<file path="src/shared/ltmc_defs.svh">
// Timing constants for the LIN transceiver mode controller
`ifndef LTMC_DEFS_SVH
`define LTMC_DEFS_SVH
`define LTMC_CLK_NS 25
// Times in ns
`define LTMC_FIRST_DOM_NS 50000
`define LTMC_FLAG_NS 4000
`define LTMC_TOGGLE_STEP_NS 12500
`define LTMC_TOGGLE_MAX_NS 45000
`define LTMC_SLEEP_DLY_NS 70000
`define LTMC_WAKE_FILT_NS 48000
`define LTMC_BUS_WAKE_NS 70000
`define LTMC_EN_DEGL_NS 10000
`define LTMC_TXD_DOM_NS 5000000
// Cycle counts: least times round up, longest round down
`define LTMC_FIRST_DOM_CYC (`LTMC_FIRST_DOM_NS / `LTMC_CLK_NS)
`define LTMC_FLAG_CYC (`LTMC_FLAG_NS / `LTMC_CLK_NS)
`define LTMC_TOGGLE_STEP_CYC \
   ((`LTMC_TOGGLE_STEP_NS + `LTMC_CLK_NS - 1) / `LTMC_CLK_NS)
`define LTMC_TOGGLE_MAX_CYC (`LTMC_TOGGLE_MAX_NS / `LTMC_CLK_NS)
`define LTMC_SLEEP_DLY_CYC \
   ((`LTMC_SLEEP_DLY_NS + `LTMC_CLK_NS - 1) / `LTMC_CLK_NS)
`define LTMC_WAKE_FILT_CYC \
   ((`LTMC_WAKE_FILT_NS + `LTMC_CLK_NS - 1) / `LTMC_CLK_NS)
`define LTMC_BUS_WAKE_CYC \
   ((`LTMC_BUS_WAKE_NS + `LTMC_CLK_NS - 1) / `LTMC_CLK_NS)
`define LTMC_EN_DEGL_CYC \
   ((`LTMC_EN_DEGL_NS + `LTMC_CLK_NS - 1) / `LTMC_CLK_NS)
`define LTMC_TXD_DOM_CYC (`LTMC_TXD_DOM_NS / `LTMC_CLK_NS)
`endif

</file>
<file path="src/shared/ltmc_pkg.sv">
// Types for the LIN transceiver mode controller
package ltmc_pkg;
   typedef enum logic [1:0] {
      LTMC_AWAKE  = 2'b00,
      LTMC_NORMAL = 2'b01,
      LTMC_PREP   = 2'b10,
      LTMC_SLEEP  = 2'b11
   } ltmc_mode_t;

   typedef enum logic [2:0] {
      LTMC_TG_IDLE = 3'b000,
      LTMC_TG_HI1  = 3'b001,
      LTMC_TG_LO   = 3'b010,
      LTMC_TG_HI2  = 3'b011,
      LTMC_TG_FAIL = 3'b100
   } ltmc_tog_t;

   // Fault inputs travelling together
   typedef struct packed {
      logic undervolt;
      logic bus_drv_hot;
      logic inh_drv_hot;
   } ltmc_fault_t;

   // Bus driver and receive pin state
   typedef struct packed {
      logic bus_pull_low;
      logic rx_out;
      logic rx_oe_n;
   } ltmc_pins_t;
endpackage : ltmc_pkg

</file>
<file path="src/ltmc_fifo.sv">
// Valid/ready FIFO for the received bus samples
`timescale 1ns/10ps
module ltmc_fifo #(
   parameter int WIDTH = 1,
   parameter int DEPTH = 32
) (
   // Clock and control
   input wire logic clk_i,
   input wire logic srst_i,
   input wire logic ce_i,
   // Filling side
   input wire logic in_valid_i,
   output logic in_ready_o,
   input wire logic [WIDTH-1:0] in_data_i,
   // Draining side
   output logic out_valid_o,
   input wire logic out_ready_i,
   output logic [WIDTH-1:0] out_data_o
);
   localparam int AW = $clog2(DEPTH);
   logic [WIDTH-1:0] mem [DEPTH];
   logic [AW-1:0] wp_reg, wp_next, rp_reg, rp_next;
   logic [AW:0] cnt_reg, cnt_next;
   logic push, pop;

   assign in_ready_o = (cnt_reg != (AW+1)'(DEPTH));
   assign out_valid_o = (cnt_reg != '0);
   assign push = in_valid_i && in_ready_o && ce_i;
   assign pop = out_valid_o && out_ready_i && ce_i;
   assign out_data_o = mem[rp_reg];

   always_comb begin
      wp_next = push ? wp_reg + AW'(1) : wp_reg;
      rp_next = pop ? rp_reg + AW'(1) : rp_reg;
      cnt_next = cnt_reg + (AW+1)'(push) - (AW+1)'(pop);
   end

   always_ff @(posedge clk_i) begin
      if (srst_i) begin
         wp_reg <= '0;
         rp_reg <= '0;
         cnt_reg <= '0;
      end else begin
         wp_reg <= wp_next;
         rp_reg <= rp_next;
         cnt_reg <= cnt_next;
      end
      if (push) begin
         mem[wp_reg] <= in_data_i;
      end
   end
endmodule : ltmc_fifo

</file>
<file path="src/ltmc_ctrl.sv">
// LIN transceiver mode, transmit, receive and wake control
// Notes on behaviour
// - Supply undervoltage blocks transmit and holds the bus recessive.
// - Bus transmit and receive stay inactive outside Normal mode.
// - No dominant drive until first-dominant delay after Normal entry.
// - Receiver path to receive pin enabled at once on Normal entry.
// - Bus driver overheat: tx and rx recessive, inhibit off, auto recover.
// - Fast rate entry: receive pin low for flag time after enable rise.
// - Second toggle in fast rate exits; receive pin stays high.
// - In Normal, transmit low pulls bus low, high releases it.
// - An unconnected transmit input reads as recessive.
// - Transmit dominant beyond timeout forces driver recessive.
// - Receive pin high when bus recessive, low when dominant.
// - Sleep: receive pin high impedance; driven low after a wake-up.
// - Enable high selects Normal with both paths running.
// - Enable low past sleep delay enters Sleep if wake input steady.
// - Inhibit output off in Sleep.
// - Inhibit overheat: inhibit off, bus tx and rx recessive.
// - Wake level captured on Sleep entry; opposite level wakes.
// - Wake change during sleep delay leads to Awake, not Sleep; here only if it persists the filter time before the delay ends.
// - Wake pulses shorter than the filter time are ignored.
// - First-dominant delay at most 80 us, typically 50 us.
// - Fast rate flag lasts between 1.875 and 6.25 us.
// - Toggle steps 12.5 us each, whole sequence at most 45 us.
// - Bus wake needs dominant longer than bus wake filter, then recessive.
`timescale 1ns/10ps
`include "ltmc_defs.svh"
module ltmc_ctrl #(
   parameter int TXD_DOM_CYC = `LTMC_TXD_DOM_CYC,
   parameter int FIFO_DEPTH = 32
) (
   // Clock, reset, enable
   input wire logic clk_i,
   input wire logic srst_i,
   input wire logic ce_i,
   // Controller pins
   input wire logic txd_i,
   input wire logic txd_conn_i,
   input wire logic en_i,
   output logic rxd_o,
   output logic rxd_oe_n_o,
   // Bus pin and wake input
   input wire logic bus_i,
   output logic bus_o,
   output logic bus_oe_n_o,
   input wire logic wake_i,
   // Faults and supply control
   input wire ltmc_pkg::ltmc_fault_t fault_i,
   output logic regulator_inhibit_out_o,
   output logic fast_rate_o,
   output ltmc_pkg::ltmc_mode_t mode_o,
   // Received bus samples
   output logic rx_valid_o,
   input wire logic rx_ready_i,
   output logic rx_data_o,
   output logic rx_overrun_o
);
   localparam int CW = 24;
   ////////////////////////////////////////////////////////////////////////
   // Three-stage input sampling
   logic [2:0] txd_s, en_s, bus_s, wake_s, conn_s;
   logic txd_f, en_f, bus_f, wake_f;
   ltmc_pkg::ltmc_fault_t flt_s1, flt_s2, flt_s3, flt;
   always_ff @(posedge clk_i) begin
      if (srst_i) begin
         txd_s <= 3'h7;
         en_s <= 3'h0;
         bus_s <= 3'h7;
         wake_s <= 3'h0;
         conn_s <= 3'h0;
         flt_s1 <= '0;
         flt_s2 <= '0;
         flt_s3 <= '0;
      end else if (ce_i) begin
         txd_s <= {txd_s[1:0], txd_i};
         en_s <= {en_s[1:0], en_i};
         bus_s <= {bus_s[1:0], bus_i};
         wake_s <= {wake_s[1:0], wake_i};
         conn_s <= {conn_s[1:0], txd_conn_i};
         flt_s1 <= fault_i;
         flt_s2 <= flt_s1;
         flt_s3 <= flt_s2;
      end
   end
   // Level accepted only when stages two and three agree; faults follow stage three
   function automatic logic agree(input logic [2:0] s, input logic old);
      agree = (s[1] == s[2]) ? s[1] : old;
   endfunction : agree
   logic txd_f_reg, en_f_reg, bus_f_reg, wake_f_reg;
   always_comb begin
      txd_f = agree(txd_s, txd_f_reg) | ~agree(conn_s, 1'b0);
      en_f = agree(en_s, en_f_reg);
      bus_f = agree(bus_s, bus_f_reg);
      wake_f = agree(wake_s, wake_f_reg);
      flt = (flt_s2 == flt_s3) ? flt_s2 : flt_s3;
   end
   always_ff @(posedge clk_i) begin
      if (srst_i) begin
         txd_f_reg <= 1'b1;
         en_f_reg <= 1'b0;
         bus_f_reg <= 1'b1;
         wake_f_reg <= 1'b0;
      end else if (ce_i) begin
         txd_f_reg <= txd_f;
         en_f_reg <= en_f;
         bus_f_reg <= bus_f;
         wake_f_reg <= wake_f;
      end
   end
   ////////////////////////////////////////////////////////////////////////
   // Mode machine
   ltmc_pkg::ltmc_mode_t mode_reg, mode_next;
   logic [CW-1:0] en_cnt_reg, en_cnt_next, sd_cnt_reg, sd_cnt_next;
   logic [CW-1:0] wf_cnt_reg, wf_cnt_next, bw_cnt_reg, bw_cnt_next;
   logic wref_reg, wref_next, wchg_reg, wchg_next, wok_reg, wok_next;
   logic wake_ev_reg, wake_ev_next;
   logic wake_filt;
   // Wake deglitch: a changed level must persist the filter time
   assign wake_filt = wf_cnt_reg >= CW'(`LTMC_WAKE_FILT_CYC);
   always_comb begin
      mode_next = mode_reg;
      en_cnt_next = en_f ? en_cnt_reg + CW'(1) : '0;
      if (en_f && en_cnt_reg == '1) en_cnt_next = en_cnt_reg;
      sd_cnt_next = '0;
      wf_cnt_next = (wake_f != wref_reg) ? wf_cnt_reg + CW'(1) : '0;
      // Saturate only while the level differs, else the filter latches on
      if (wake_filt && wake_f != wref_reg) wf_cnt_next = wf_cnt_reg;
      bw_cnt_next = !bus_f ? bw_cnt_reg + CW'(1) : '0;
      if (!bus_f && bw_cnt_reg == '1) bw_cnt_next = bw_cnt_reg;
      wref_next = wref_reg;
      wchg_next = wchg_reg;
      wok_next = wok_reg;
      wake_ev_next = wake_ev_reg;
      unique case (mode_reg)
         ltmc_pkg::LTMC_AWAKE: begin
            wref_next = wake_f;
            if (en_cnt_reg >= CW'(`LTMC_EN_DEGL_CYC)) begin
               mode_next = ltmc_pkg::LTMC_NORMAL;
               wake_ev_next = 1'b0;
            end
         end
         ltmc_pkg::LTMC_NORMAL: begin
            wref_next = wake_f;
            if (!en_f) begin
               mode_next = ltmc_pkg::LTMC_PREP;
               wchg_next = 1'b0;
            end
         end
         ltmc_pkg::LTMC_PREP: begin
            sd_cnt_next = sd_cnt_reg + CW'(1);
            if (wake_f != wref_reg) wchg_next = 1'b1;
            if (en_cnt_reg >= CW'(`LTMC_EN_DEGL_CYC)) begin
               mode_next = ltmc_pkg::LTMC_NORMAL;
            end else if (wchg_reg && wake_filt) begin
               mode_next = ltmc_pkg::LTMC_AWAKE;
               wake_ev_next = 1'b1;
            end else if (sd_cnt_reg >= CW'(`LTMC_SLEEP_DLY_CYC)) begin
               mode_next = ltmc_pkg::LTMC_SLEEP;
               wref_next = wake_f;
               wok_next = 1'b0;
               wake_ev_next = 1'b0;
            end
         end
         ltmc_pkg::LTMC_SLEEP: begin
            if (bw_cnt_reg >= CW'(`LTMC_BUS_WAKE_CYC)) wok_next = 1'b1;
            if (wake_filt) begin
               mode_next = ltmc_pkg::LTMC_AWAKE;
               wake_ev_next = 1'b1;
            end else if (wok_reg && bus_f) begin
               mode_next = ltmc_pkg::LTMC_AWAKE;
               wake_ev_next = 1'b1;
            end else if (en_cnt_reg >= CW'(`LTMC_EN_DEGL_CYC)) begin
               mode_next = ltmc_pkg::LTMC_NORMAL;
            end
         end
      endcase
   end
   always_ff @(posedge clk_i) begin
      if (srst_i) begin
         mode_reg <= ltmc_pkg::LTMC_AWAKE;
         en_cnt_reg <= '0;
         sd_cnt_reg <= '0;
         wf_cnt_reg <= '0;
         bw_cnt_reg <= '0;
         wref_reg <= 1'b0;
         wchg_reg <= 1'b0;
         wok_reg <= 1'b0;
         wake_ev_reg <= 1'b1;
      end else if (ce_i) begin
         mode_reg <= mode_next;
         en_cnt_reg <= en_cnt_next;
         sd_cnt_reg <= sd_cnt_next;
         wf_cnt_reg <= wf_cnt_next;
         bw_cnt_reg <= bw_cnt_next;
         wref_reg <= wref_next;
         wchg_reg <= wchg_next;
         wok_reg <= wok_next;
         wake_ev_reg <= wake_ev_next;
      end
   end
   ////////////////////////////////////////////////////////////////////////
   // Toggle sequence, first-dominant and dominant timeout
   ltmc_pkg::ltmc_tog_t tg_reg, tg_next;
   logic [CW-1:0] tg_tot_reg, tg_tot_next, tg_st_reg, tg_st_next;
   logic [CW-1:0] fd_cnt_reg, fd_cnt_next, dom_cnt_reg, dom_cnt_next;
   logic [CW-1:0] flag_cnt_reg, flag_cnt_next;
   logic fast_reg, fast_next, in_norm, en_rise, step_ok, tx_ok;
   assign in_norm = (mode_reg == ltmc_pkg::LTMC_NORMAL);
   assign en_rise = en_f && !en_f_reg;
   assign step_ok = tg_st_reg >= CW'(`LTMC_TOGGLE_STEP_CYC);
   always_comb begin
      tg_next = tg_reg;
      tg_tot_next = tg_tot_reg + CW'(1);
      tg_st_next = tg_st_reg + CW'(1);
      fast_next = fast_reg;
      flag_cnt_next = (flag_cnt_reg != '0) ? flag_cnt_reg - CW'(1) : '0;
      unique case (tg_reg)
         ltmc_pkg::LTMC_TG_IDLE: begin
            tg_tot_next = '0;
            tg_st_next = '0;
            if (in_norm && !en_f && txd_f) tg_next = ltmc_pkg::LTMC_TG_HI1;
         end
         ltmc_pkg::LTMC_TG_HI1: begin
            if (!txd_f) begin
               tg_next = step_ok ? ltmc_pkg::LTMC_TG_LO
                                 : ltmc_pkg::LTMC_TG_FAIL;
               tg_st_next = '0;
            end
         end
         ltmc_pkg::LTMC_TG_LO: begin
            if (txd_f) begin
               tg_next = step_ok ? ltmc_pkg::LTMC_TG_HI2
                                 : ltmc_pkg::LTMC_TG_FAIL;
               tg_st_next = '0;
            end
         end
         ltmc_pkg::LTMC_TG_HI2: begin
            if (!txd_f) tg_next = ltmc_pkg::LTMC_TG_FAIL;
            else if (en_rise) begin
               tg_next = ltmc_pkg::LTMC_TG_IDLE;
               if (step_ok &&
                   tg_tot_reg <= CW'(`LTMC_TOGGLE_MAX_CYC)) begin
                  fast_next = !fast_reg;
                  if (!fast_reg) flag_cnt_next = CW'(`LTMC_FLAG_CYC);
               end
            end
         end
         ltmc_pkg::LTMC_TG_FAIL: begin
            if (en_f) tg_next = ltmc_pkg::LTMC_TG_IDLE;
         end
         default: tg_next = ltmc_pkg::LTMC_TG_IDLE;
      endcase
      if (en_f && tg_reg != ltmc_pkg::LTMC_TG_HI2) begin
         tg_next = ltmc_pkg::LTMC_TG_IDLE;
      end
      // Toggle starts in Normal; only Awake and Sleep restore normal slew, PrepSleep keeps it
      if (!in_norm && mode_reg != ltmc_pkg::LTMC_PREP) begin
         fast_next = 1'b0;
         tg_next = ltmc_pkg::LTMC_TG_IDLE;
         flag_cnt_next = '0;
      end
      fd_cnt_next = !in_norm ? '0
                  : (fd_cnt_reg == '1) ? fd_cnt_reg : fd_cnt_reg + CW'(1);
      dom_cnt_next = (txd_f || !in_norm) ? '0
                   : (dom_cnt_reg == '1) ? dom_cnt_reg
                   : dom_cnt_reg + CW'(1);
   end
   always_ff @(posedge clk_i) begin
      if (srst_i) begin
         tg_reg <= ltmc_pkg::LTMC_TG_IDLE;
         tg_tot_reg <= '0;
         tg_st_reg <= '0;
         fast_reg <= 1'b0;
         flag_cnt_reg <= '0;
         fd_cnt_reg <= '0;
         dom_cnt_reg <= '0;
      end else if (ce_i) begin
         tg_reg <= tg_next;
         tg_tot_reg <= tg_tot_next;
         tg_st_reg <= tg_st_next;
         fast_reg <= fast_next;
         flag_cnt_reg <= flag_cnt_next;
         fd_cnt_reg <= fd_cnt_next;
         dom_cnt_reg <= dom_cnt_next;
      end
   end
   ////////////////////////////////////////////////////////////////////////
   // Pin drive
   logic hot, tx_dom;
   ltmc_pkg::ltmc_pins_t pins_reg, pins_next;
   assign hot = flt.bus_drv_hot || flt.inh_drv_hot;
   assign tx_ok = fd_cnt_reg >= CW'(`LTMC_FIRST_DOM_CYC);
   always_comb begin
      tx_dom = in_norm && !txd_f && tx_ok
             && dom_cnt_reg < CW'(TXD_DOM_CYC)
             && !flt.undervolt && !hot;
      pins_next.bus_pull_low = tx_dom;
      pins_next.rx_oe_n = 1'b0;
      if (mode_reg == ltmc_pkg::LTMC_SLEEP) begin
         pins_next.rx_out = 1'b1;
         pins_next.rx_oe_n = 1'b1;
      end else if (hot) begin
         pins_next.rx_out = 1'b1;
      end else if (flag_cnt_reg != '0) begin
         // Flag falls in PrepSleep, before Normal is re-entered
         pins_next.rx_out = 1'b0;
      end else if (!in_norm) begin
         pins_next.rx_out = !wake_ev_reg;
      end else begin
         pins_next.rx_out = bus_f;
      end
   end
   always_ff @(posedge clk_i) begin
      if (srst_i) begin
         pins_reg <= '{bus_pull_low: 1'b0, rx_out: 1'b0, rx_oe_n: 1'b0};
      end else if (ce_i) begin
         pins_reg <= pins_next;
      end
   end
   assign bus_o = 1'b0;
   assign bus_oe_n_o = !pins_reg.bus_pull_low;
   assign rxd_o = pins_reg.rx_out;
   assign rxd_oe_n_o = pins_reg.rx_oe_n;
   assign regulator_inhibit_out_o = (mode_reg != ltmc_pkg::LTMC_SLEEP)
                                  && !hot;
   assign fast_rate_o = fast_reg;
   assign mode_o = mode_reg;
   ////////////////////////////////////////////////////////////////////////
   // Received bus samples, one per bus level change in Normal mode
   logic fifo_in_ready, ovr_reg, ovr_next, smp;
   assign smp = in_norm && (bus_f != bus_f_reg) && ce_i;
   always_comb begin
      ovr_next = ovr_reg || (smp && !fifo_in_ready);
   end
   always_ff @(posedge clk_i) begin
      if (srst_i) ovr_reg <= 1'b0;
      else if (ce_i) ovr_reg <= ovr_next;
   end
   assign rx_overrun_o = ovr_reg;
   ltmc_fifo #(.WIDTH(1), .DEPTH(FIFO_DEPTH)) u_fifo (
      .clk_i(clk_i),
      .srst_i(srst_i),
      .ce_i(ce_i),
      .in_valid_i(smp),
      .in_ready_o(fifo_in_ready),
      .in_data_i(bus_f),
      .out_valid_o(rx_valid_o),
      .out_ready_i(rx_ready_i),
      .out_data_o(rx_data_o)
   );
   ////////////////////////////////////////////////////////////////////////
   // Checks
   property p_uv_recessive;
      @(posedge clk_i) disable iff (srst_i) flt.undervolt |=> bus_oe_n_o;
   endproperty
   a_uv_recessive: assert property (p_uv_recessive)
      else $error("Bus driven during undervoltage");
   property p_sleep_quiet;
      @(posedge clk_i) disable iff (srst_i)
         (mode_reg == ltmc_pkg::LTMC_SLEEP) |=> bus_oe_n_o;
   endproperty
   a_sleep_quiet: assert property (p_sleep_quiet)
      else $error("Bus driven outside Normal");
   property p_first_dom;
      @(posedge clk_i) disable iff (srst_i)
         !bus_oe_n_o |-> $past(fd_cnt_reg) >= CW'(`LTMC_FIRST_DOM_CYC);
   endproperty
   a_first_dom: assert property (p_first_dom)
      else $error("Dominant before first-dominant delay");
   property p_inh_sleep;
      @(posedge clk_i) disable iff (srst_i)
         (mode_reg == ltmc_pkg::LTMC_SLEEP) |-> !regulator_inhibit_out_o;
   endproperty
   a_inh_sleep: assert property (p_inh_sleep)
      else $error("Inhibit on in Sleep");
   property p_hot;
      @(posedge clk_i) disable iff (srst_i)
         hot && ce_i |-> !regulator_inhibit_out_o ##1 bus_oe_n_o;
   endproperty
   a_hot: assert property (p_hot)
      else $error("Overheat response missing");
   property p_dom_to;
      @(posedge clk_i) disable iff (srst_i)
         dom_cnt_reg >= CW'(TXD_DOM_CYC) |=> bus_oe_n_o;
   endproperty
   a_dom_to: assert property (p_dom_to)
      else $error("Dominant timeout not applied");
   property p_rx_hiz;
      @(posedge clk_i) disable iff (srst_i)
         ce_i && mode_reg == ltmc_pkg::LTMC_SLEEP |=> rxd_oe_n_o;
   endproperty
   a_rx_hiz: assert property (p_rx_hiz)
      else $error("Receive pin driven in Sleep");
   property p_fast_clear;
      @(posedge clk_i) disable iff (srst_i)
         ce_i && mode_reg == ltmc_pkg::LTMC_AWAKE |=> !fast_reg;
   endproperty
   a_fast_clear: assert property (p_fast_clear)
      else $error("Fast rate kept outside Normal");
endmodule : ltmc_ctrl

</file>
<file path="config.mk">
export PLATFORM = sky130hd
export DESIGN_NAME = ltmc_ctrl
export DESIGN_NICKNAME = d
export VERILOG_FILES = /design/src/shared/ltmc_pkg.sv /design/src/ltmc_fifo.sv /design/src/ltmc_ctrl.sv
export VERILOG_INCLUDE_DIRS = /design/src /design/src/shared
export SDC_FILE = /design/constraint.sdc
export NUM_CORES = 1
export LEC_CHECK = 0
export BUFFER_PORTS_ARGS = -buffer_cell sky130_fd_sc_hd__buf_2
export CORE_MARGIN = 2
export CORE_UTILIZATION = 67
export DETAILED_ROUTE_END_ITERATION = 7
export PLACE_DENSITY = 0.86
export SYNTH_ARGS = -nofsm -noshare
export SYNTH_HDL_FRONTEND = slang
export SYNTH_SLANG_ARGS = --single-unit
</file>
<file path="constraint.sdc">
create_clock -name clk_i -period 4.49 [get_ports clk_i]
set_input_delay 0.449 -clock clk_i [delete_from_list [all_inputs] [get_ports clk_i]]
set_output_delay 0.449 -clock clk_i [all_outputs]
set_load 0.01 [all_outputs]
</file>
; ---- Word-level counts from Yosys, hierarchy flattened
; Memory sizes are Yosys's and may differ from the RTL's. A register that Yosys moved wholly into a read port is not among the register bits.
; Index checks and enable logic that the tools add are counted.
; W data, S select, Z words.
[word_totals]
regBits = 274
latchBits = 0
ramBits = 32
romBits = 0
in_bits = 12
out_inout_bits = 11
word_cells = 247
mem_count = 1
[mem_list]
columns = memory, words, width, rd, rd_ports_with_merged_regs, wr, line
row1 = u_fifo.mem, 32, 1, 1, 1, 1, ltmc_fifo.sv:21  ; logic [WIDTH-1:0] mem [DEPTH];
[op_classes]
n_addsub = 13
multipliers = 0
div_mod_pow = 0
order_cmp = 8
eq_ne = 40
shift = 0
mux = 76
n_bitwise = 5
n_reduce_logical = 63
[op_table]
columns = operator, n
row1 = $mux W24, 18
row2 = $add A24 B1 Y24 const B, 8
row3 = $eq A24 B24 Y1 const B, 4
row4 = $pmux W24 S3, 1
row5 = $ge A24 B11 Y1 const B, 2
row6 = $ge A24 B12 Y1 const B, 2
row7 = $ge A24 B9 Y1 const B, 2
row8 = $mux W3, 11
row9 = $mux W1, 31
row10 = $le A24 B11 Y1 const B, 1
row11 = $logic_and A1 B1 Y1, 24
row12 = $lt A24 B18 Y1 const B, 1
row13 = $reduce_bool A24 Y1, 1
row14 = $sub A24 B1 Y24 const B, 1
row15 = $ne A2 B2 Y1 const B, 11
row16 = $ne A4 B4 Y1 const B, 5
row17 = $reduce_and A6 Y1, 3
row18 = $pmux W3 S5, 1
row19 = $mux W2, 7
row20 = $reduce_bool A2 Y1, 7
row21 = $logic_not A1 Y1, 11
row22 = $add A5 B1 Y5 const B, 2
row23 = $mux W5, 2
row24 = $reduce_and A2 Y1, 5
row25 = 28 further kinds, 44

; ---- Depth between registers and ports, before layout
; Gate-level depths: netlist (run 1).
[depth]
word_depth = 10
depth_mapped = 16
mapped_depth_nobuf = 15

; ---- Cells and area by module
; Synthesis (run 1) repeated with hierarchy kept, for this count alone.
[unflattened]
cells_unflattened = 1686
area_unflattened_um2 = 14853.0
[modules_own_cells]
columns = mod, n_inst, cells_per_inst, area_per_inst_um2, seq_area_each_um2
row1 = ltmc_ctrl, 1, 1470, 12366.9, 5165.0
row2 = ltmc_fifo, 1, 216, 2486.1, 1381.3

; ---- Worst setup path after synthesis (run 1)
; Ideal clock, no wire load.
[synth_path]
path_kind = input -> register
start = input port ce_i
end = register u_fifo.cnt_reg[4]
setup_ns = 0.128
arrival_time_ns = 2.522
required_ns = 4.362
path_slack_ns = 1.840
path_stages = 15
n_path_buf = 3
cell_sequence = buf_2 > clkbuf_1 > and3_1 > clkbuf_1 > ha_1 > inv_1 > ha_1 > inv_1 > fa_1 > inv_1 > a21oi_1 > nor2_1 > nor2_1 > xor2_1 > nor2_1
[synth_via]
elab_cells_between_ends = 6
cone_classes = 2 x add/sub / 4 x reduce/logical
[synth_lines]
columns = element, line
row1 = from (decl), ltmc_ctrl.sv:35  ; input wire logic ce_i,
row2 = $logic_and A1 B1 Y1, ltmc_fifo.sv:29  ; assign pop = out_valid_o && out_ready_i && ce_i;
row3 = via u_fifo.pop, ltmc_fifo.sv:24  ; logic push, pop;
row4 = $sub A6 B1 Y6, ltmc_fifo.sv:35  ; cnt_next = cnt_reg + (AW+1)'(push) - (AW+1)'(pop);
row5 = to (signal assigned), ltmc_fifo.sv:46  ; cnt_reg <= cnt_next;
row6 = to (decl), ltmc_fifo.sv:23  ; logic [AW:0] cnt_reg, cnt_next;
; The timed path passes the listed nets, and every way through them passes these cells.
; A chain may end at the register's enable or synchronous reset.

; ---- Worst setup path in the final report (run 1)
[layout_path]
start = register mode_reg[0], in the netlist mode_o[0]
end = register u_fifo.cnt_reg[4]
[layout_via]
elab_chain_len = 7
[layout_rtl]
columns = element, line
row1 = from (decl), ltmc_ctrl.sv:112  ; ltmc_pkg::ltmc_mode_t mode_reg, mode_next;
row2 = from (signal assigned), ltmc_ctrl.sv:180  ; mode_reg <= ltmc_pkg::LTMC_AWAKE;
row3 = from (signal assigned), ltmc_ctrl.sv:190  ; mode_reg <= mode_next;
row4 = $eq A2 B1 Y1, ltmc_ctrl.sv:208  ; assign in_norm = (mode_reg == ltmc_pkg::LTMC_NORMAL);
row5 = $logic_and A1 B1 Y1 (2 in a row), ltmc_ctrl.sv:331  ; assign smp = in_norm && (bus_f != bus_f_reg) && ce_i;
row6 = $logic_and A1 B1 Y1 (2 in a row), ltmc_fifo.sv:28  ; assign push = in_valid_i && in_ready_o && ce_i;
row7 = $add A6 B1 Y6, ltmc_fifo.sv:35
row8 = $sub A6 B1 Y6, ltmc_fifo.sv:35
; No other way between the ends.

==> impl_results.md, run 1 <==
- WHS Path Cells: 3
- CTS Root Cell: sky130_fd_sc_hd__clkbuf_16
- Filler Cell Count: 1481
- Average wire per standard cell: 16.2 um
- Max-slew violation count: 0
- CTS tree: done
- Minimum clock period: 3.34 ns
- Proportion of layout cells with a drive suffix above 1: 7.46%
- Reported max-cap violation count: 0
- Cell chain of the critical path: ha_1 > inv_1 > a211oi_1 > nor2b_1 > ha_1 > inv_1 > fa_1 > inv_1 > a21oi_1 > nor2_1 > nor2_1 > xor2_1 > nor2_1
- Global Route met1 Usage: 34.2%
- Post-synthesis compound-gate area fraction: 9.80%
- Total setup violations reported at the end of the flow: 0
- Post-synthesis share of cell area spent on and, or, nand and nor gates: 26.4%
- Master of the slowest instance on the critical path: sky130_fd_sc_hd__nor2b_1
- Total Nets Final: 1713
- Total global routing overflow: 0
- Number of standard cells after synthesis: 1671
- Grt peak-use layer: met2
- Tcrit/Tclk final: 74.3%
- Signal arrival time at the worst endpoint: 3.74 ns
- Vias: 12200
- Final Hold Violating Endpoints: 0
- #FFs+latches synth: 311
- Buffers on Ports: 21
- Initial antenna violation count: 0
- Sinks on Clock Net: 311
- Insertion delay of the later-clocked pin in the worst-skew pair: 0.56 ns
- Worst R2R Setup Slack: 1.15 ns
- Finished layout cell area: 0.0162 mm^2
- Maximum ir drop on the vdd rail: 342 uV
- Final setup skew: 0.0227 ns
- Bufs and invs on worst path: 3
- Post-cts sizing count: 0
- Nets in the synthesized netlist: 1720
- Required time of the critical path: 4.89 ns
- Number of DRC markers in iteration 0: 1014
- Launch point of the worst hold path: wake_i
- Number of antenna diodes: 0
- Synthesized area per cell: 8.82 um^2
- Hold bufs inserted after CTS: 0
- RSZ-0062 raised after global routing: false
- Area share of xor/xnor cells in the synthesized design: 8.56%
- Number of synthesis warnings: 0
- Synthesized cell area: 0.0147 mm^2
- Result of the run: finished clean
- Crit-path max cell delay: 0.59 ns
- Number of synthesized flops with an enable pin: 32
- Antenna viol nets, final: 0
- Part of the Yosys area used for sequential elements: 44.4%
- Relative area change from synthesis to final layout: 9.73%
- Startpoint of the lowest-slack register-to-register path: mode_o[0]
- Cell area power density: 384 mW/mm^2
- RR Endpoint: u_fifo.cnt_reg[4]
- Overall power consumption: 6210 uW
- Routing usage on met2: 46.0%
- Num CTS Buffers: 31
- Global-route total usage across every layer: 26.4%
- Main synth FF type: sky130_fd_sc_hd__dfxtp_1
- Maximum buffer depth of the clock tree: 3
- Ys async rst share: 0%
- Unique masters post-synth: 79
- Worst Max-Slew Pin Slew: 1.22 ns
- Number of setup buffers added after CTS: 0
- Maximum number of pins on one net before global-route repair: 77
- DP HPWL: 20300 um
- Die ar.: 0.0232 mm^2
- Met3 Usage GRT: 3.67%
- H-tree levels: 1
- Global-route wire length before repair: 52900 um
- DIE HEIGHT: 152 um
- Proportion of synthesized area in mux cells: 3.98%
- Count of cell instances traversed by the critical path: 13
- Post-Synth Adder-Cell Area: 3.46%
- Initial standard-cell utilization of the core: 68.0%
- Critical path peak fanout: 9
- Logic depth of the worst register-to-register path: 13
- Start-to-end type of the worst setup path: reg -> reg
- Setup total negative slack: 0 ns
- Core Region: 0.0217 mm^2
- Number of design rule violations left after detail routing: 0
- I/O pin count: 23
- Cell family contributing the most delay on the critical path: adder cells
- Static power due to leakage: 0.00571 uW
- Via count of the first global-routing pass: 11500
- Dominant combinational cell family by area after synthesis: simple AND/OR/NAND/NOR gates
- Die width: 152 um
- First drt pass iteration count: 6
- Instance area after placement: 0.0150 mm^2
- Hold WC Path Type: in -> reg
- Hold endpoint: wake_s[0]
- Worst Setup End Kind: flop
- Final Wtd Congestion: 0.834
- Sort of element at the start of the critical path: flop
- Fin worst setup slack: 1.15 ns
- Total routed wirelength: 31900 um
- Worst max-slew margin expressed relative to the limit: 17.7%
- Site Rows: 54
- Largest register by flop count: u_fifo.mem
- Max reg flops: 32
- Clock input transition at the sequential cells of the worst setup and hold paths: 0.06 ns
- Via density per instance: 6.21
- Worst slack at placement: 1.31 ns
- Fmax achieved: 0.300 GHz
-- layout make-up --
| class | instances | area, um^2 | share of cell area (%) |
|---|---|---|---|
| Clock buffer | 36 | 878 | 5.43 |
| Clock inverter | 21 | 292 | 1.80 |
| Inverter | 57 | 214 | 1.32 |
| Multi-Input combinational cell | 1232 | 7710 | 47.7 |
| Sequential cell | 311 | 6550 | 40.5 |
| Tap cell | 280 | 350 | 2.17 |
| Timing Repair Buffer | 31 | 183 | 1.13 |
-- power breakdown --
group / total [uW] / internal, uW / switching [uW] / leakage (uW)
clock: 2910 / 1800 / 1110 / 0.000576
sequential: 2880 / 2840 / 41.1 / 0.00253
combinational: 427 / 176 / 251 / 0.00260
-- worst max path at each step --
stage	start	end	slack, ns
3_3_place_gp	ce_i	u_fifo.cnt_reg[4]	1.42
4_1_cts	mode_o[1]	u_fifo.cnt_reg[4]	1.21
6_report	mode_o[0]	u_fifo.cnt_reg[4]	1.15
3_5_place_dp	mode_o[0]	u_fifo.cnt_reg[4]	1.31
5_1_grt	mode_o[1]	u_fifo.cnt_reg[4]	0.84
2_1_floorplan	ce_i	u_fifo.cnt_reg[4]	1.84
-- cell usage after synthesis, types with 7 or more instances --
library cell | count | area share [%]
sky130_fd_sc_hd__or3_1 | 25 | 1.1
sky130_fd_sc_hd__or4_1 | 13 | 0.66
sky130_fd_sc_hd__ha_1 | 36 | 3.1
sky130_fd_sc_hd__mux4_2 | 10 | 1.5
sky130_fd_sc_hd__edfxtp_1 | 32 | 6.5
sky130_fd_sc_hd__nor3_1 | 49 | 1.7
sky130_fd_sc_hd__nor4_1 | 40 | 1.7
sky130_fd_sc_hd__a31oi_1 | 22 | 0.93
sky130_fd_sc_hd__nor3b_1 | 8 | 0.41
sky130_fd_sc_hd__a21o_1 | 10 | 0.51
sky130_fd_sc_hd__o21a_1 | 7 | 0.36
sky130_fd_sc_hd__nand3_1 | 83 | 2.8
sky130_fd_sc_hd__a211oi_1 | 7 | 0.36
sky130_fd_sc_hd__inv_1 | 56 | 1.4
sky130_fd_sc_hd__o21ai_0 | 51 | 1.7
sky130_fd_sc_hd__clkbuf_1 | 53 | 1.3
sky130_fd_sc_hd__and4_1 | 21 | 1.2
sky130_fd_sc_hd__buf_1 | 10 | 0.25
sky130_fd_sc_hd__nor2_1 | 268 | 6.8
sky130_fd_sc_hd__dfxtp_1 | 279 | 38
sky130_fd_sc_hd__and2_1 | 18 | 0.76
sky130_fd_sc_hd__xor2_1 | 85 | 5.1
sky130_fd_sc_hd__mux2i_1 | 35 | 2.4
sky130_fd_sc_hd__nand4_1 | 57 | 2.4
sky130_fd_sc_hd__nand2_1 | 116 | 3.0
sky130_fd_sc_hd__and3_1 | 36 | 1.5
sky130_fd_sc_hd__a21oi_1 | 65 | 2.2
sky130_fd_sc_hd__xnor2_1 | 59 | 3.5
-- per-stage QoR --
step | hold slack, ns | utilization [%] | cells
floorplan | 0.431 | - | 1671
global placement | 0.445 | 69.2 | 1911
detailed placement | 0.447 | 69.2 | 1911
CTS | 0.114 | 74.6 | 1968
global route | 0.127 | 74.6 | 1968
finish | 0.126 | 74.6 | 1968
-- cells by family after synthesis --
| family | Yosys count |
|---|---|
| buffers and inverters | 128 |
| DFF | 311 |
| muxes | 46 |
| adders and majority gates | 41 |
| other | 1 |
| and+or+nand+nor | 774 |
| AOI/OAI and AO/OA | 226 |
| xor gates and xnor gates | 144 |
-- metal layers --
metal | share of wire (%) | routed length [um] | vias up
met3 | 5.2 | 1660 | 50
met2 | 49 | 15600 | 386
li1 | - | - | 5929
met1 | 44 | 13900 | 5864
met5 | 0 | 0 | -
met4 | 2.0 | 635 | 0
-- cell usage in the layout, fill, tap and decap left out, types with 51 or more instances in the layout --
master / netlist / layout
sky130_fd_sc_hd__a21oi_1: 65 / 65
sky130_fd_sc_hd__dfxtp_1: 279 / 279
sky130_fd_sc_hd__inv_1: 56 / 56
sky130_fd_sc_hd__nand2_1: 116 / 116
sky130_fd_sc_hd__nand3_1: 83 / 83
sky130_fd_sc_hd__nand4_1: 57 / 57
sky130_fd_sc_hd__nor2_1: 268 / 268
sky130_fd_sc_hd__o21ai_0: 51 / 51
sky130_fd_sc_hd__xnor2_1: 59 / 59
sky130_fd_sc_hd__xor2_1: 85 / 85
-- tightest hold or removal path, delay by kind of cell --
family	cells	cell delay, ns
buffers and inverters	1	0.07
multiplexers	1	0.05
AND/OR/NAND/NOR	1	0.07
(Power assumes the default switching activity.)
==> inputs of run 2 (changes only) <==
--- a/config.mk
+++ b/config.mk
@@ -8,9 +8,9 @@
 export LEC_CHECK = 0
 export BUFFER_PORTS_ARGS = -buffer_cell sky130_fd_sc_hd__buf_2
 export CORE_MARGIN = 2
-export CORE_UTILIZATION = 67
+export CORE_UTILIZATION = 63
 export DETAILED_ROUTE_END_ITERATION = 7
-export PLACE_DENSITY = 0.86
+export PLACE_DENSITY = 0.82
 export SYNTH_ARGS = -nofsm -noshare
 export SYNTH_HDL_FRONTEND = slang
 export SYNTH_SLANG_ARGS = --single-unit
==> constraint.sdc (replaced) <==
create_clock -name clk_i -period 3.15 [get_ports clk_i]
set_input_delay 0.315 -clock clk_i [delete_from_list [all_inputs] [get_ports clk_i]]
set_output_delay 0.315 -clock clk_i [all_outputs]
set_load 0.01 [all_outputs]
==> run 2 against run 1 <==
  * Non-clock buffer count is 16 higher
  * Setup slack worse by 0.96 ns
  * First-iteration DRC count is 5.1% higher
  * Sequential power is 43% higher
  * Routed wire length is 0.27% higher
  * Via count is 1.4% lower
  * Critical path type is now reg -> out
==> impl_results.md, run 2 (synthesized netlist as in run 1, its figures left out) <==
- Final Wtd Congestion: 0.843 (+1.1%)
- Worst max-slew margin expressed relative to the limit: 32.4% (+15 points)
- Hold WC Path Type: in -> reg
- Total global routing overflow: 0 (unchanged)
- Hold bufs inserted after CTS: 0 (unchanged)
- Max-slew violation count: 0 (unchanged)
- Buffers on Ports: 21 (unchanged)
- Total setup violations reported at the end of the flow: 0 (unchanged)
- H-tree levels: 2 (+1)
- Bufs and invs on worst path: 1 (-2)
- Total Nets Final: 1732 (+1.1%)
- Site Rows: 55 (+1.9%)
- Sinks on Clock Net: 311 (unchanged)
- Filler-free cell count of the finished design: 2019 (+2.6%)
- Average wire per standard cell: 15.8 um (-2.3%)
- First drt pass iteration count: 5 (-1)
- Startpoint of the lowest-slack register-to-register path: u_fifo.cnt_reg[2]
- Initial antenna violation count: 0 (unchanged)
- CTS Root Cell: sky130_fd_sc_hd__clkbuf_16
- Required time of the critical path: 2.83 ns (-2.06 ns)
- RR Endpoint: u_fifo.cnt_reg[5]
- Most frequent standard cell in the layout excluding fill and tap cells: sky130_fd_sc_hd__dfxtp_1
- Most common cell type on the critical path: sky130_fd_sc_hd__mux4_2
- RSZ-0062 raised after global routing: false
- Number of design rule violations left after detail routing: 0 (unchanged)
- Minimum clock period: 2.95 ns
- Sort of element at the start of the critical path: flop
- Number of antenna diodes: 0 (unchanged)
- Reported max-cap violation count: 0 (unchanged)
- Die width: 157 um (+3.0%)
- Hold endpoint: bus_s[0]
- Total instance count after detailed placement: 1960 (+2.6%)
- Fmax achieved: 0.339 GHz
- WHS Path Cells: 3 (unchanged)
- DIE HEIGHT: 157 um (+3.0%)
- Launch point of the worst hold path: bus_i
- Via density per instance: 5.97 (-3.9%)
- Clock input transition at the sequential cells of the worst setup and hold paths: 0.06 ns (about the same)
- Global-route wire length before repair: 53300 um (+0.60%)
- Result of the run: finished clean
- Insertion delay of the later-clocked pin in the worst-skew pair: 0.51 ns (-0.05 ns)
- Signal arrival time at the worst endpoint: 2.64 ns (-1.10 ns)
- Worst R2R Setup Slack: 0.41 ns (-0.74 ns)
- Post-cts sizing count: 0 (unchanged)
- Total routed wirelength: 31900 um (+0.27%)
- Core Region: 0.0228 mm^2 (+5.0%)
- Proportion of layout cells with a drive suffix above 1: 8.09% (+0.62 points)
- Cell area power density: 533 mW/mm^2 (+39%)
- Master of the slowest instance on the critical path: sky130_fd_sc_hd__dfxtp_1
- Via count of the first global-routing pass: 11400 (-0.24%)
- Setup total negative slack: 0 ns (unchanged)
- Num CTS Buffers: 34 (+9.7%)
- Logic depth of the worst register-to-register path: 13 (unchanged)
- Final setup skew: 0.0245 ns (+0.00175 ns)
- Die ar.: 0.0246 mm^2 (+6.2%)
- Largest register by flop count: u_fifo.mem
- Maximum ir drop on the vdd rail: 494 uV (+44%)
- Static power due to leakage: 0.00576 uW (+0.92%)
- Crit-path max cell delay: 0.67 ns (+0.08 ns)
- Number of DRC markers in iteration 0: 1066 (+5.1%)
- Number of setup buffers added after CTS: 0 (unchanged)
- DP HPWL: 20900 um (+2.8%)
- Max reg flops: 32 (unchanged)
- Antenna viol nets, final: 0 (unchanged)
- Worst Max-Slew Pin Slew: 1.01 ns (-0.214 ns)
- CTS tree: done
- Maximum number of pins on one net before global-route repair: 50 (-35%)
- Initial standard-cell utilization of the core: 64.7% (-3.3 points)
- Highest-count cells in the layout ignoring fill and taps: sky130_fd_sc_hd__dfxtp_1, sky130_fd_sc_hd__nor2_1, sky130_fd_sc_hd__nand2_1
- Tcrit/Tclk final: 93.8%
- Critical path peak fanout: 8 (-1)
- Relative area change from synthesis to final layout: 10.5%
- Maximum buffer depth of the clock tree: 3 (unchanged)
- Worst Setup End Kind: primary output
- Global-route total usage across every layer: 25.9% (-0.49 points)
- I/O pin count: 23 (unchanged)
- Vias: 12100 (-1.4%)
- Cell chain of the critical path: mux4_2 > mux4_2 > mux2_2 > buf_2
- Cell family contributing the most delay on the critical path: multiplexers
- Final Hold Violating Endpoints: 0 (unchanged)
- Start-to-end type of the worst setup path: reg -> out
-- run 2: how the worst max path moves through the flow --
stage                   start                 to  slack [ns]  cells past startpoint
2_1_floorplan       mode_o[0]  u_fifo.cnt_reg[4]        0.55                     15
3_3_place_gp   tg_tot_reg[14]   flag_cnt_reg[18]        0.59                      6
3_5_place_dp        mode_o[0]   flag_cnt_reg[21]        0.45                      7
4_1_cts                  flop          rx_data_o        0.14                      4
5_1_grt                  flop          rx_data_o        0.05                      4
6_report                 flop          rx_data_o        0.20                      4
-- run 2: layout make-up --
cell class,count,area [um^2]
Timing Repair Buffer,47,305
Sequential cell,311,6550
Clock buffer,50,1010
Fill cell,1677,6490
Tap cell,313,392
Multi-Input combinational cell,1232,7710
Clock inverter,9,104
Inverter,57,214
-- run 2: routing by layer --
layer / global-route usage, % / routed length [um] / vias to the layer above
met4: 8.26 / 676 / 0
met5: 0 / 0 / -
met3: 3.91 / 1760 / 62
li1: - / - / 5978
met1: 34.1 / 14300 / 5702
met2: 43.8 / 15300 / 314
-- run 2: through the flow --
step / worst slack [ns] / util [%] / hold WS, ns / area (um^2) / power (uW)
finish: 0.197 / 71.5 / 0.0555 / 16300 / 8670
floorplan: 0.550 / - / 0.431 / 14700 / 4640
global placement: 0.587 / 66.6 / 0.446 / 15200 / 4760
CTS: 0.140 / 71.5 / 0.0312 / 16300 / 8740
global route: 0.0485 / 71.5 / 0.0406 / 16300 / 8970
detailed placement: 0.455 / 66.6 / 0.450 / 15200 / 4790
-- run 2: report_power, final --
group / internal [uW] / switching, uW / total (uW)
clock network: 2390 / 1550 / 3950
logic: 258 / 361 / 619
registers: 4050 / 56.5 / 4110
total: 6700 / 1970 / 8670
-- run 2: worst reg2reg max path: stages, from the launching register on --
cell,delay [ns]
sky130_fd_sc_hd__dfxtp_1,0.33
sky130_fd_sc_hd__inv_1,0.06
sky130_fd_sc_hd__ha_1,0.21
sky130_fd_sc_hd__nand4_1,0.12
sky130_fd_sc_hd__and3_1,0.34
sky130_fd_sc_hd__ha_1,0.24
sky130_fd_sc_hd__inv_1,0.06
sky130_fd_sc_hd__ha_1,0.29
sky130_fd_sc_hd__a21o_1,0.17
sky130_fd_sc_hd__a21oi_1,0.26
sky130_fd_sc_hd__o21bai_1,0.11
sky130_fd_sc_hd__a21oi_1,0.22
sky130_fd_sc_hd__xnor2_1,0.14
sky130_fd_sc_hd__nor2_1,0.05
==> inputs of run 3 (changes only) <==
--- a/config.mk
+++ b/config.mk
@@ -8,9 +8,10 @@
 export LEC_CHECK = 0
 export BUFFER_PORTS_ARGS = -buffer_cell sky130_fd_sc_hd__buf_2
 export CORE_MARGIN = 2
-export CORE_UTILIZATION = 63
+export CORE_UTILIZATION = 65
+export CTS_BUF_LIST = sky130_fd_sc_hd__clkbuf_2 sky130_fd_sc_hd__clkbuf_4 sky130_fd_sc_hd__clkbuf_8
 export DETAILED_ROUTE_END_ITERATION = 7
-export PLACE_DENSITY = 0.82
+export PLACE_DENSITY = 0.84
 export SYNTH_ARGS = -nofsm -noshare
 export SYNTH_HDL_FRONTEND = slang
 export SYNTH_SLANG_ARGS = --single-unit
==> run 3 against run 2 <==
  * Maximum frequency up 0.20%
  * Clock skew decreased by 0.0062 ns
  * Sequential cell count did not move
  * Largest cell class unchanged
  * Utilization increased by 1.1 points
  * Critical path depth unchanged
  * Clock power decreased by 5.3%
  * Sequential share of layout area about the same
  * Worst hold slack got worse by 0.036 ns
  * Via count increased by 1.7%
  * First-iteration DRC count fell by 13%
  * Critical path type unchanged
  * Combinational power is 2% lower
  * Power is 2.6% lower
==> impl_results.md, run 3 (synthesized netlist as in run 1, its figures left out) <==
- Via count of the first global-routing pass: 11600 (+1.0%)
- Global-route total usage across every layer: 25.8% (-0.053 points)
- Post-cts sizing count: 0 (unchanged)
- Cell area power density: 519 mW/mm^2 (-2.6%)
- Required time of the critical path: 2.83 ns (about the same)
- First drt pass iteration count: 7 (+2)
- Insertion delay of the later-clocked pin in the worst-skew pair: 0.58 ns (+0.07 ns)
- Buffers on Ports: 21 (unchanged)
- RSZ-0062 raised after global routing: false
- Sort of element at the start of the critical path: flop
- Filler-free cell count of the finished design: 2026 (+0.35%)
- Number of design rule violations left after detail routing: 0 (unchanged)
- Max reg flops: 32 (unchanged)
- Minimum clock period: 2.95 ns (-0.00596 ns)
- Setup total negative slack: 0 ns (unchanged)
- Total routed wirelength: 31500 um (-1.4%)
- Critical path peak fanout: 8 (unchanged)
- Site Rows: 55 (unchanged)
- Maximum buffer depth of the clock tree: 3 (unchanged)
- Worst Setup End Kind: primary output
- Vias: 12300 (+1.7%)
- Initial antenna violation count: 0 (unchanged)
- Final setup skew: 0.0183 ns (-0.00618 ns)
- Static power due to leakage: 0.00582 uW (+0.90%)
- Relative area change from synthesis to final layout: 10.4% (about the same)
- Number of antenna diodes: 0 (unchanged)
- Die width: 155 um (-1.5%)
- DIE HEIGHT: 155 um (-1.5%)
- Total setup violations reported at the end of the flow: 0 (unchanged)
- Highest-count cells in the layout ignoring fill and taps: sky130_fd_sc_hd__dfxtp_1, sky130_fd_sc_hd__nor2_1, sky130_fd_sc_hd__nand2_1
- H-tree levels: 2 (unchanged)
- Total global routing overflow: 0 (unchanged)
- CTS Root Cell: sky130_fd_sc_hd__clkbuf_8
- Via density per instance: 6.05 (+1.3%)
- Hold WC Path Type: in -> reg
- Number of DRC markers in iteration 0: 932 (-13%)
- Signal arrival time at the worst endpoint: 2.63 ns (about the same)
- Largest register by flop count: u_fifo.mem
- Die ar.: 0.0239 mm^2 (-3.0%)
- Tcrit/Tclk final: 93.6% (-0.19 points)
- Core Region: 0.0224 mm^2 (-1.5%)
- Total Nets Final: 1751 (+1.1%)
- Clock input transition at the sequential cells of the worst setup and hold paths: 0.06 ns (about the same)
- Maximum ir drop on the vdd rail: 346 uV (-30%)
- Proportion of layout cells with a drive suffix above 1: 9.65% (+1.6 points)
- Total instance count after detailed placement: 1929 (-1.6%)
- Antenna viol nets, final: 0 (unchanged)
- Worst Max-Slew Pin Slew: 1.25 ns (+0.245 ns)
- Maximum number of pins on one net before global-route repair: 66 (+32%)
- Result of the run: finished clean
- CTS tree: done
- Max-slew violation count: 0 (unchanged)
- Reported max-cap violation count: 0 (unchanged)
- Final Wtd Congestion: 0.861 (+2.1%)
- I/O pin count: 23 (unchanged)
- Worst max-slew margin expressed relative to the limit: 15.5% (-17 points)
- Initial standard-cell utilization of the core: 65.7% (+0.99 points)
- Sinks on Clock Net: 311 (unchanged)
- DP HPWL: 20800 um (-0.70%)
- Start-to-end type of the worst setup path: reg -> out
- Most frequent standard cell in the layout excluding fill and tap cells: sky130_fd_sc_hd__dfxtp_1
- Average wire per standard cell: 15.5 um (-1.8%)
- Num CTS Buffers: 50 (+47%)
- Fmax achieved: 0.339 GHz (+0.20%)
- Global-route wire length before repair: 52800 um (-0.95%)
- Final Hold Violating Endpoints: 0 (unchanged)
run 3: worst max-delay path, cell delays in order (launching register included):
cell and delay (ns):
sky130_fd_sc_hd__dfxtp_1 0.63, sky130_fd_sc_hd__mux4_2 0.57, sky130_fd_sc_hd__mux4_2 0.47, sky130_fd_sc_hd__mux2_2 0.26, sky130_fd_sc_hd__buf_2 0.14
run 3: per-stage QoR:
| stage | setup WS, ns | util [%] | cell area (um^2) | power [uW] | hold slack, ns |
|---|---|---|---|---|---|
| floorplan | 0.550 | - | 14700 | 4640 | 0.431 |
| global placement | 0.681 | 67.4 | 15100 | 4760 | 0.445 |
| detailed placement | 0.572 | 67.4 | 15100 | 4790 | 0.456 |
| CTS | 0.137 | 72.5 | 16300 | 8500 | 0.00828 |
| global route | 0.0547 | 72.5 | 16300 | 8750 | 0.0145 |
| finish | 0.203 | 72.5 | 16300 | 8450 | 0.0191 |
run 3: final timing paths:
kind / from / endpoint / slack, ns / cells past startpoint
max: flop / rx_data_o / 0.20 / 4
min: wake_i / wake_s[0] / 0.02 / 3
max reg2reg: u_fifo.cnt_reg[2] / u_fifo.cnt_reg[5] / 0.54 / 13
min reg2reg: wf_cnt_reg[22] / wf_cnt_reg[22] / 0.47 / 1
run 3: layout make-up:
type / count / area, um^2
multi-input cells: 1232 / 7710
flip-flops and latches: 311 / 6550
fillers: 1613 / 6160
clock buffers: 78 / 986
well taps: 285 / 357
repair buffers: 50 / 353
inverters: 57 / 214
clock inverters: 13 / 109
run 3: timing repair:
action                    CTS  global route
buffers inserted            0             0
hold buffers                6             0
hold endpoints to repair    6             0
run 3: power by group:
part / switching [uW] / leakage [uW] / internal (uW)
Clock: 1590 / 0.000584 / 2150
Sequential: 55.0 / 0.00253 / 4050
Combinational: 343 / 0.00270 / 262
run 3: layer usage:
layer / vias up / wire length (um) / track usage (%) / part of all wire, %
li1: 6006 / - / - / -
met1: 5845 / 14300 / 33.6 / 45
met2: 347 / 14700 / 43.8 / 47
met3: 63 / 1790 / 4.79 / 5.7
met4: 0 / 625 / 8.02 / 2.0
met5: - / 0 / 0 / 0
